===== src/splw_defs.svh =====
// Register map, field positions, reset values and timing constants
`ifndef SPLW_DEFS_SVH
`define SPLW_DEFS_SVH
`define SPLW_OFF_TIMEOUT 16'h4171
`define SPLW_OFF_DURATION 16'h4176
`define SPLW_OFF_ENABLE 16'h4140
`define SPLW_OFF_STATUS 16'h4144
`define SPLW_TIMEOUT_RST 8'h05
`define SPLW_DURATION_RST 8'h05
`define SPLW_EN_GLOBAL_BIT 0
`define SPLW_EN_PORT4_BIT 5
`define SPLW_EN_PORT5_BIT 6
`define SPLW_TICK_NS 1000000
`define SPLW_CLK_NS 10
`define SPLW_TICK_CYC (`SPLW_TICK_NS / `SPLW_CLK_NS)
`define SPLW_OFF_BASE_MS 350
`define SPLW_OFF_STEP_MS 10
`define SPLW_LINK_BAD_LO 4'h4
`define SPLW_LINK_BAD_HI 4'h9
`endif


===== src/splw_pkg.sv =====
// Types shared by the split port watchdog
package splw_pkg;
  typedef enum logic [1:0] {
    SPLW_WATCH = 2'b00,
    SPLW_OFF = 2'b01,
    SPLW_IDLE = 2'b11
  } splw_state_type;
endpackage


===== src/splw_tick_if.sv =====
// Millisecond tick and settings handed to each port watcher
`timescale 1ns/1ps
interface splw_tick_if;
  logic msTick;
  logic [11:0] timeoutMs;
  logic [11:0] offMs;
  modport src (output msTick, output timeoutMs, output offMs);
  modport snk (input msTick, input timeoutMs, input offMs);
endinterface


===== src/splw_port.sv =====
// Watchdog for one split SuperSpeed port
`timescale 1ns/1ps
`include "splw_defs.svh"
module splw_port (
  // Clock and reset
  input wire logic clk,
  input wire logic rst,
  input wire logic ce,
  // Settings
  splw_tick_if.snk tk,
  // Port
  input wire logic portEn,
  input wire logic [3:0] linkState,
  output logic powerOut,
  output logic pulseDone
);
  import splw_pkg::*;
  splw_state_type state_r;
  logic [11:0] msCnt_r;
  logic [3:0] lastState_r;
  logic stuck;
  assign stuck = linkState >= `SPLW_LINK_BAD_LO &&
    linkState <= `SPLW_LINK_BAD_HI && linkState == lastState_r;
  always_ff @(posedge clk) begin
    if (rst) begin
      state_r <= SPLW_WATCH;
      msCnt_r <= 12'h000;
      lastState_r <= 4'h0;
      powerOut <= 1'b1;
      pulseDone <= 1'b0;
    end else if (ce) begin
      lastState_r <= linkState;
      pulseDone <= 1'b0;
      case (state_r)
        SPLW_WATCH: begin
          if (!portEn || tk.timeoutMs == 12'h000 || !stuck) begin
            msCnt_r <= 12'h000;
          end else if (tk.msTick) begin
            if (msCnt_r + 12'h001 >= tk.timeoutMs) begin
              msCnt_r <= 12'h000;
              state_r <= SPLW_OFF;
              powerOut <= 1'b0;
            end else begin
              msCnt_r <= msCnt_r + 12'h001;
            end
          end
        end
        SPLW_OFF: begin
          if (tk.msTick) begin
            if (msCnt_r + 12'h001 >= tk.offMs) begin
              msCnt_r <= 12'h000;
              powerOut <= 1'b1;
              pulseDone <= 1'b1;
              state_r <= SPLW_WATCH;
            end else begin
              msCnt_r <= msCnt_r + 12'h001;
            end
          end
        end
        default: begin
          state_r <= SPLW_WATCH;
          powerOut <= 1'b1;
        end
      endcase
    end
  end
  // output stays low for the whole pulse
  a_off_low: assert property (@(posedge clk) disable iff (rst)
    state_r == SPLW_OFF |-> !powerOut) else $error("power high in pulse");
  a_cnt_bound: assert property (@(posedge clk) disable iff (rst)
    state_r == SPLW_WATCH && tk.timeoutMs != 12'h000 |->
    msCnt_r < tk.timeoutMs) else $error("timeout count overran");
  a_done_high: assert property (@(posedge clk) disable iff (rst)
    pulseDone |-> powerOut) else $error("pulse end with power low");
endmodule // splw_port


===== src/splw_top.sv =====
// Split port link watchdog with AXI4-Lite registers
//
// Operation
// - Pulse a split port power output after the link stays invalid too long.
// - Clear and restart the link timer on every timeout.
// - Timeout code 0 disables; 1-6 select 100ms to 2s; 7 reserved.
// - One timeout setting shared by all split ports.
// - Hold power off for the duration from the toggle-time field.
// - Toggle-time zero means 350 ms off.
// - Each toggle-time unit adds 10 ms to the 350 ms base.
// - Clear the off timer when a pulse finishes.
// - Off duration only applies to watchdog pulses on split outputs.
// - Link invalid if stuck in one state 0x4..0x9 for the timeout.
// - Drive output low during pulse, high again afterwards.
// - Only ports 4 and 5 split; needs port bit and global bit.
//
// The implementer's own choice: the AXI4-Lite register port.
`timescale 1ns/1ps
`include "splw_defs.svh"
module splw_top #(
  parameter int TICK_CYC = `SPLW_TICK_CYC
) (
  // Clock and reset
  input wire logic clk,
  input wire logic rst,
  input wire logic ce,
  // AXI4-Lite write
  input wire logic [15:0] s_axi_awaddr,
  input wire logic s_axi_awvalid,
  output logic s_axi_awready,
  input wire logic [31:0] s_axi_wdata,
  input wire logic [3:0] s_axi_wstrb,
  input wire logic s_axi_wvalid,
  output logic s_axi_wready,
  output logic [1:0] s_axi_bresp,
  output logic s_axi_bvalid,
  input wire logic s_axi_bready,
  // AXI4-Lite read
  input wire logic [15:0] s_axi_araddr,
  input wire logic s_axi_arvalid,
  output logic s_axi_arready,
  output logic [31:0] s_axi_rdata,
  output logic [1:0] s_axi_rresp,
  output logic s_axi_rvalid,
  input wire logic s_axi_rready,
  // Link state of ports 4 and 5
  input wire logic [3:0] linkStateStatus4,
  input wire logic [3:0] linkStateStatus5,
  // Split power outputs
  output logic splitSuperspeedPowerOut4,
  output logic splitSuperspeedPowerOut5
);
  import splw_pkg::*;
  logic [7:0] timeoutSel_r;
  logic [7:0] offDur_r;
  logic [7:0] enable_r;
  logic [1:0] pulseSeen_r;
  logic [31:0] tickCnt_r;
  logic [15:0] awAddr_r;
  logic [31:0] wData_r;
  logic [3:0] wStrb_r;
  logic awHave_r;
  logic wHave_r;
  logic [11:0] timeoutMs_nxt;
  logic [1:0] powerOut;
  logic [1:0] pulseDone;
  logic [1:0] portEn;
  logic doWrite;
  splw_tick_if tk ();

  always_comb begin
    case (timeoutSel_r[2:0])
      3'h1: timeoutMs_nxt = 12'd100;
      3'h2: timeoutMs_nxt = 12'd250;
      3'h3: timeoutMs_nxt = 12'd500;
      3'h4: timeoutMs_nxt = 12'd750;
      3'h5: timeoutMs_nxt = 12'd1000;
      3'h6: timeoutMs_nxt = 12'd2000;
      default: timeoutMs_nxt = 12'd0;
    endcase
  end
  assign tk.timeoutMs = timeoutMs_nxt;
  assign tk.offMs = 12'(`SPLW_OFF_BASE_MS) +
    12'(offDur_r) * 12'(`SPLW_OFF_STEP_MS);

  // Millisecond tick
  always_ff @(posedge clk) begin
    if (rst) begin
      tickCnt_r <= 32'h0;
      tk.msTick <= 1'b0;
    end else if (ce) begin
      tk.msTick <= 1'b0;
      if (tickCnt_r >= 32'(TICK_CYC - 1)) begin
        tickCnt_r <= 32'h0;
        tk.msTick <= 1'b1;
      end else begin
        tickCnt_r <= tickCnt_r + 32'h1;
      end
    end
  end

  assign portEn[0] = enable_r[`SPLW_EN_PORT4_BIT] &
    enable_r[`SPLW_EN_GLOBAL_BIT];
  assign portEn[1] = enable_r[`SPLW_EN_PORT5_BIT] &
    enable_r[`SPLW_EN_GLOBAL_BIT];

  splw_port u_port4 (
    .clk(clk),
    .rst(rst),
    .ce(ce),
    .tk(tk),
    .portEn(portEn[0]),
    .linkState(linkStateStatus4),
    .powerOut(powerOut[0]),
    .pulseDone(pulseDone[0])
  );
  splw_port u_port5 (
    .clk(clk),
    .rst(rst),
    .ce(ce),
    .tk(tk),
    .portEn(portEn[1]),
    .linkState(linkStateStatus5),
    .powerOut(powerOut[1]),
    .pulseDone(pulseDone[1])
  );

  // Output flops
  always_ff @(posedge clk) begin
    if (rst) begin
      splitSuperspeedPowerOut4 <= 1'b1;
      splitSuperspeedPowerOut5 <= 1'b1;
    end else if (ce) begin
      splitSuperspeedPowerOut4 <= powerOut[0];
      splitSuperspeedPowerOut5 <= powerOut[1];
    end
  end

  // Write channel capture
  assign doWrite = awHave_r && wHave_r && !s_axi_bvalid;
  always_ff @(posedge clk) begin
    if (rst) begin
      awHave_r <= 1'b0;
      wHave_r <= 1'b0;
      awAddr_r <= 16'h0;
      wData_r <= 32'h0;
      wStrb_r <= 4'h0;
      s_axi_awready <= 1'b0;
      s_axi_wready <= 1'b0;
      s_axi_bvalid <= 1'b0;
      s_axi_bresp <= 2'b00;
    end else if (ce) begin
      s_axi_awready <= 1'b0;
      s_axi_wready <= 1'b0;
      if (s_axi_awvalid && !awHave_r && !s_axi_awready) begin
        s_axi_awready <= 1'b1;
        awHave_r <= 1'b1;
        awAddr_r <= s_axi_awaddr;
      end
      if (s_axi_wvalid && !wHave_r && !s_axi_wready) begin
        s_axi_wready <= 1'b1;
        wHave_r <= 1'b1;
        wData_r <= s_axi_wdata;
        wStrb_r <= s_axi_wstrb;
      end
      if (doWrite) begin
        awHave_r <= 1'b0;
        wHave_r <= 1'b0;
        s_axi_bvalid <= 1'b1;
        s_axi_bresp <= (awAddr_r == 16'(`SPLW_OFF_TIMEOUT * 4) ||
          awAddr_r == 16'(`SPLW_OFF_DURATION * 4) ||
          awAddr_r == 16'(`SPLW_OFF_ENABLE * 4) ||
          awAddr_r == 16'(`SPLW_OFF_STATUS * 4)) ? 2'b00 : 2'b10;
      end else if (s_axi_bvalid && s_axi_bready) begin
        s_axi_bvalid <= 1'b0;
      end
    end
  end

  // Register file writes
  always_ff @(posedge clk) begin
    if (rst) begin
      timeoutSel_r <= `SPLW_TIMEOUT_RST;
      offDur_r <= `SPLW_DURATION_RST;
      enable_r <= 8'h00;
    end else if (ce && doWrite && wStrb_r[0]) begin
      if (awAddr_r == 16'(`SPLW_OFF_TIMEOUT * 4)) begin
        timeoutSel_r <= {5'h00, wData_r[2:0]};
      end
      if (awAddr_r == 16'(`SPLW_OFF_DURATION * 4)) begin
        offDur_r <= wData_r[7:0];
      end
      if (awAddr_r == 16'(`SPLW_OFF_ENABLE * 4)) begin
        enable_r <= wData_r[7:0] & 8'h61;
      end
    end
  end

  // Sticky pulse-done status, set wins over write-one-to-clear
  always_ff @(posedge clk) begin
    if (rst) begin
      pulseSeen_r <= 2'b00;
    end else if (ce) begin
      if (doWrite && wStrb_r[0] &&
          awAddr_r == 16'(`SPLW_OFF_STATUS * 4)) begin
        pulseSeen_r <= (pulseSeen_r & ~wData_r[1:0]) | pulseDone;
      end else begin
        pulseSeen_r <= pulseSeen_r | pulseDone;
      end
    end
  end

  // Read channel
  always_ff @(posedge clk) begin
    if (rst) begin
      s_axi_arready <= 1'b0;
      s_axi_rvalid <= 1'b0;
      s_axi_rdata <= 32'h0;
      s_axi_rresp <= 2'b00;
    end else if (ce) begin
      s_axi_arready <= 1'b0;
      if (s_axi_rvalid) begin
        if (s_axi_rready) begin
          s_axi_rvalid <= 1'b0;
        end
      end else if (s_axi_arvalid && !s_axi_arready) begin
        s_axi_arready <= 1'b1;
        s_axi_rvalid <= 1'b1;
        s_axi_rresp <= 2'b00;
        case (s_axi_araddr)
          16'(`SPLW_OFF_TIMEOUT * 4):
            s_axi_rdata <= {24'h0, timeoutSel_r};
          16'(`SPLW_OFF_DURATION * 4):
            s_axi_rdata <= {24'h0, offDur_r};
          16'(`SPLW_OFF_ENABLE * 4):
            s_axi_rdata <= {24'h0, enable_r};
          16'(`SPLW_OFF_STATUS * 4):
            s_axi_rdata <= {28'h0, powerOut, pulseSeen_r};
          default: begin
            s_axi_rdata <= 32'h0;
            s_axi_rresp <= 2'b10;
          end
        endcase
      end
    end
  end

  a_unsplit_on: assert property (@(posedge clk) disable iff (rst)
    !portEn[0] && $past(!portEn[0]) && $past(!portEn[0], 2) &&
    $past(powerOut[0]) |-> splitSuperspeedPowerOut4)
    else $error("unsplit port toggled");
  a_zero_none: assert property (@(posedge clk) disable iff (rst)
    timeoutSel_r[2:0] == 3'h0 && $past(timeoutSel_r[2:0] == 3'h0) &&
    $past(powerOut[1]) |-> powerOut[1]) else $error("toggle while off");
  a_ce_freeze: assert property (@(posedge clk) disable iff (rst)
    !ce |=> $stable(splitSuperspeedPowerOut4))
    else $error("output moved while frozen");
endmodule // splw_top


===== config.mk =====
export PLATFORM = sky130hd
export DESIGN_NAME = splw_top
export DESIGN_NICKNAME = d
export VERILOG_FILES = /design/src/splw_pkg.sv /design/src/splw_tick_if.sv /design/src/splw_port.sv /design/src/splw_top.sv
export VERILOG_INCLUDE_DIRS = /design/src
export SDC_FILE = /design/constraint.sdc
export NUM_CORES = 1
export LEC_CHECK = 0
export BUFFER_PORTS_ARGS = -buffer_cell sky130_fd_sc_hd__buf_2
export CAP_MARGIN = 40
export CORE_ASPECT_RATIO = 1.4
export CORE_UTILIZATION = 45
export CTS_CLUSTER_SIZE = 25
export DETAILED_ROUTE_END_ITERATION = 8
export PLACE_DENSITY_LB_ADDON = 0.08
export SYNTH_ARGS = -nofsm -noshare
export SYNTH_HDL_FRONTEND = slang
export SYNTH_SLANG_ARGS = --single-unit

===== constraint.sdc =====
create_clock -name clk -period 3.8 [get_ports clk]
set_input_delay 1.14 -clock clk [delete_from_list [all_inputs] [get_ports clk]]
set_output_delay 1.14 -clock clk [all_outputs]
set_load 0.05 [all_outputs]

==> reports/metrics.json <==
{
  "timing.final.ws_setup_ns": -0.3695,
  "post-dp-hpwl_um": 13640,
  "drive_gt1_share_pct": 20.78,
  "groute.usage.overall_pct": 22.14,
  "cp_slowest_cell": "sky130_fd_sc_hd__fa_2",
  "power.switching_w": 0.0008648,
  "cts_max_level": 4,
  "crit_chain": "ha_4 -> ha_4 -> fa_2 -> buf_4 -> xor2_2 -> a21oi_2 -> buf_4 -> xor2_2 -> ha_1 -> nand2_1 -> nor2_1 -> a221oi_2 -> nand3_1 -> a31o_1 -> maj3_2 -> buf_6 -> a211oi_4 -> buf_6 -> a22oi_1 -> nor2_1",
  "outcome": "finished with violations",
  "max-cap-violations": 0,
  "n_fill_cell": 1580,
  "maxSlewHeadroom_pct": 52.51,
  "tritoncts_clock_tree": "built",
  "antenna_cells_inserted": 0,
  "grt_start_max_net_pins": 56,
  "cts_max_path_buffers": 2,
  "die-width_um": 110.4,
  "ys_seq_area_share_pct": 35.44,
  "avgViaCountPerCell": 5.315,
  "max-vdd-ir-drop_v": 0.0002866,
  "finalInstanceArea_um2": 9075,
  "global_route_wire_length_before_repair_um": 29150,
  "number_of_global_route_vias_before_repair": 6104,
  "asyncSetResetFlopFracSynth_pct": 0,
  "critical_path_required_ns": 4.15,
  "synth_mux_area_share_pct": 3.128,
  "tritoncts.num_buffers": 17,
  "yosysWarnings": 0,
  "adder_and_majority_gate_portion_of_the_synthesized_area_pct": 9.687,
  "dieArea_um2": 16970,
  "ant_nets": 0,
  "netlist_area_um2": 7401,
  "layout.nets": 1151,
  "setup_violations": 25,
  "share_clk_of_total_power_pct": 47.9,
  "power_density_nw_per_um2": 351.4,
  "worstSetupPathType": "reg2reg",
  "cts_hold_buf": 0,
  "syn2layout_area_growth_pct": 22.62,
  "synth_compound_area_share_pct": 16.60,
  "cts.clk_slew.worst_paths_ns": 0.06,
  "synth_top_family_by_area": "simple AND/OR/NAND/NOR gates",
  "cp_top_family": "adder cells",
  "internal-power_w": 0.002325,
  "achievable-frequency_mhz": 239.8,
  "timing.hold.worst.class": "reg2reg",
  "worst_ep_arrival_time_ns": 4.52,
  "fin_crit_ns": 4.169,
  "count_of_state_elements_after_synthesis": 131,
  "critPathMaxFanout": 6,
  "gp_routability_congestion": 0.8369,
  "period_share_pct": 109.7,
  "totalWireLength_um": 17880,
  "drt-pass1-iter-count": 4,
  "p_leak_nw": 3.876,
  "wl_per_cell_um": 14.61,
  "holdWs_ns": 0.4468,
  "detail_route.iter0.violations": 304,
  "grt_setup_unrepaired": "yes",
  "synth.lib_cells_used.distinct": 74,
  "tritoncts_num_sinks": 131,
  "core_area_um2": 16100,
  "effective_utilization_at_floorplan_pct": 45.96,
  "final_number_of_max_transition_violations": 0,
  "post_synth_and_or_nand_nor_area_fraction_pct": 23.09,
  "postSynthCellCount": 887,
  "std_cell_rows": 55,
  "power.sequential.fraction_pct": 44.6,
  "clk_latency_ns": 0.42,
  "num_vias": 6505,
  "synthXorXnorAreaFrac_pct": 6.864,
  "dpl_cell_area_um2": 8272,
  "port_buffers": 73,
  "critical-path-max-stage-delay_ns": 0.37,
  "overflow": 0,
  "power_switching_share_pct": 27.12,
  "timing.critical_path.from_type": "register",
  "drc": 0,
  "total_power_w": 0.003189,
  "synthesis.area_per_instance_um2": 8.344,
  "postSynth.topFlopCell": "sky130_fd_sc_hd__dfxtp_1",
  "failed_checks": "negative setup slack",
  "cts.root.buffer_cell": "sky130_fd_sc_hd__clkbuf_16",
  "io_pins": 127,
  "number_of_antenna_violations_at_the_first_check_in_global_routing": 0,
  "fp.dieH_um": 153.7,
  "p_comb_share_pct": 7.4,
  "endpoint_kind": "register",
  "worstPathBufferInverterCount": 4,
  "number_of_flops_mapped_to_enable_cells_by_yosys": 0,
  "total_count_of_hold_check_failures_in_the_final_report": 0,
  "tightestPinTransition_ns": 0.7083,
  "clock_skew_ns": 0.008284
}
## layer usage
| metal | up-vias | routed length (um) | track usage, % |
|---|---|---|---|
| met1 | 3021 | 7658 | 25.83 |
| met3 | 28 | 591 | 4.239 |
| met2 | 97 | 9087 | 38.57 |
| li1 | 3359 | - | - |
| met5 | - | 0 | 0 |
| met4 | 0 | 545 | 9.524 |
## state kept, by name (all words and copies together) (netlist names), 2 cells and up
| register | cells |
|---|---|
| timeoutSel_r | 3 |
| awAddr_r | 16 |
| offDur_r | 8 |
| wData_r | 8 |
| u_port4.msCnt_r | 12 |
| u_port4.lastState_r | 4 |
| enable_r | 3 |
| s_axi_rdata | 8 |
| u_port5.lastState_r | 4 |
| u_port5.msCnt_r | 12 |
| tickCnt_r | 32 |
| pulseSeen_r | 2 |
## what timing repair did
item,4_1_cts,5_1_grt
pin swaps,19,16
resized for setup,15,19
buffers inserted,5,5
setup endpoints to repair,26,28
## final timing paths
| kind | slack (ns) | to | start | cells past startpoint |
|---|---|---|---|---|
| min | 0.45 | s_axi_rdata[4] | s_axi_rdata[4] | 2 |
| max | -0.37 | u_port4.msCnt_r[10] | offDur_r[3] | 20 |
| min reg2reg | 0.45 | s_axi_rdata[4] | s_axi_rdata[4] | 2 |
| max reg2reg | -0.37 | u_port4.msCnt_r[10] | offDur_r[3] | 20 |
## worst reg2reg max path, cell delays in order (launching register included)
cell and delay [ns]:
sky130_fd_sc_hd__dfxtp_4 0.36, sky130_fd_sc_hd__ha_4 0.24, sky130_fd_sc_hd__ha_4 0.16, sky130_fd_sc_hd__fa_2 0.37, sky130_fd_sc_hd__buf_4 0.16, sky130_fd_sc_hd__xor2_2 0.15
sky130_fd_sc_hd__a21oi_2 0.20, sky130_fd_sc_hd__buf_4 0.16, sky130_fd_sc_hd__xor2_2 0.21, sky130_fd_sc_hd__ha_1 0.28, sky130_fd_sc_hd__nand2_1 0.11, sky130_fd_sc_hd__nor2_1 0.07
sky130_fd_sc_hd__a221oi_2 0.28, sky130_fd_sc_hd__nand3_1 0.11, sky130_fd_sc_hd__a31o_1 0.25, sky130_fd_sc_hd__maj3_2 0.32, sky130_fd_sc_hd__buf_6 0.13, sky130_fd_sc_hd__a211oi_4 0.23
sky130_fd_sc_hd__buf_6 0.16, sky130_fd_sc_hd__a22oi_1 0.07, sky130_fd_sc_hd__nor2_1 0.09
## power groups by stage
stage                     clock [W]  combinational, W  sequential (W)
after floorplan                   0          0.000173         0.00147
after global placement            0          0.000235         0.00145
after detailed placement          0          0.000236         0.00146
after CTS                   0.00156          0.000237         0.00142
after global routing        0.00162          0.000259         0.00143
final                       0.00153          0.000237         0.00142
## area by class of cell
type	instances	area, um2	area share, %
Multi-Input combinational cell	706	4697	51.76
Sequential cell	131	2633	29.01
Timing Repair Buffer	138	878.3	9.679
Clock buffer	18	429.2	4.729
Tap cell	199	249.0	2.744
Clock inverter	14	121.4	1.337
Inverter	18	67.56	0.7445
## through the flow
stage          util [%]  cells  TNS [ns]  setup slack (ns)
2_1_floorplan         -    912  -0.04017          -0.04017
3_3_place_gp      51.37   1182    -5.325           -0.4531
3_5_place_dp      51.37   1182    -5.436           -0.4574
4_1_cts           55.56   1219    -4.977           -0.3940
5_1_grt           56.36   1224    -8.688           -0.5277
6_report          56.36   1224    -5.231           -0.3695
## cell usage after synthesis, types with 3 or more instances
| library cell | number | area share [%] |
|---|---|---|
| sky130_fd_sc_hd__o21a_1 | 5 | 0.51 |
| sky130_fd_sc_hd__or2_2 | 3 | 0.25 |
| sky130_fd_sc_hd__buf_4 | 26 | 2.6 |
| sky130_fd_sc_hd__a31oi_1 | 7 | 0.59 |
| sky130_fd_sc_hd__o21ai_0 | 20 | 1.4 |
| sky130_fd_sc_hd__xnor2_1 | 27 | 3.2 |
| sky130_fd_sc_hd__a311oi_1 | 6 | 0.71 |
| sky130_fd_sc_hd__nand4_1 | 12 | 1.0 |
| sky130_fd_sc_hd__nor2_1 | 110 | 5.6 |
| sky130_fd_sc_hd__nand2b_1 | 10 | 0.85 |
| sky130_fd_sc_hd__nand4bb_1 | 3 | 0.46 |
| sky130_fd_sc_hd__nor4b_1 | 5 | 0.59 |
| sky130_fd_sc_hd__a21o_1 | 9 | 0.91 |
| sky130_fd_sc_hd__nor4bb_1 | 3 | 0.41 |
| sky130_fd_sc_hd__buf_1 | 5 | 0.25 |
| sky130_fd_sc_hd__a21oi_1 | 60 | 4.1 |
| sky130_fd_sc_hd__nor4_1 | 10 | 0.85 |
| sky130_fd_sc_hd__mux2i_1 | 22 | 3.0 |
| sky130_fd_sc_hd__o211ai_1 | 6 | 0.61 |
| sky130_fd_sc_hd__a21boi_0 | 3 | 0.30 |
| sky130_fd_sc_hd__ha_1 | 54 | 9.1 |
| sky130_fd_sc_hd__nor3_1 | 18 | 1.2 |
| sky130_fd_sc_hd__nand3_1 | 27 | 1.8 |
| sky130_fd_sc_hd__o31ai_1 | 6 | 0.61 |
| sky130_fd_sc_hd__and3_1 | 14 | 1.2 |
| sky130_fd_sc_hd__dfxtp_1 | 131 | 35 |
| sky130_fd_sc_hd__a211o_1 | 4 | 0.47 |
| sky130_fd_sc_hd__a22oi_1 | 12 | 1.2 |
| sky130_fd_sc_hd__and2_1 | 4 | 0.34 |
| sky130_fd_sc_hd__a22o_1 | 9 | 1.1 |
| sky130_fd_sc_hd__xor2_1 | 31 | 3.7 |
| sky130_fd_sc_hd__nand2_1 | 119 | 6.0 |
| sky130_fd_sc_hd__clkbuf_1 | 25 | 1.3 |
| sky130_fd_sc_hd__inv_1 | 18 | 0.91 |
| sky130_fd_sc_hd__or3_1 | 7 | 0.59 |
| sky130_fd_sc_hd__a211oi_1 | 3 | 0.30 |
| sky130_fd_sc_hd__nor2b_1 | 6 | 0.51 |
| sky130_fd_sc_hd__a41oi_1 | 3 | 0.36 |
## placed cells by master (no fill, tap or decap), drive strengths merged, types with 6 or more instances in the layout
cell,count
o211ai,6
a21o,11
or3,7
o21ai,21
o31ai,6
nor3,20
nand4,12
clkbuf,18
conb,26
ha,54
a311oi,6
nand2,119
nand2b,10
inv,24
nand3,27
a22o,9
and3,14
a31oi,7
a21oi,60
buf,138
nor2,111
dfxtp,131
mux2i,22
nor2b,6
xnor2,27
nor4,10
a22oi,12
xor2,31
## logic make-up (layout without fill, tap and decap cells)
logic type	after synthesis	count (layout)
flops	131	131
xor+xnor	58	58
buf+inv	75	188
mux	23	23
fa+ha+maj	57	57
simple gates	363	363
other cells	1	26
compound gates	179	179
No activity file was read; power rests on OpenSTA's default activity.
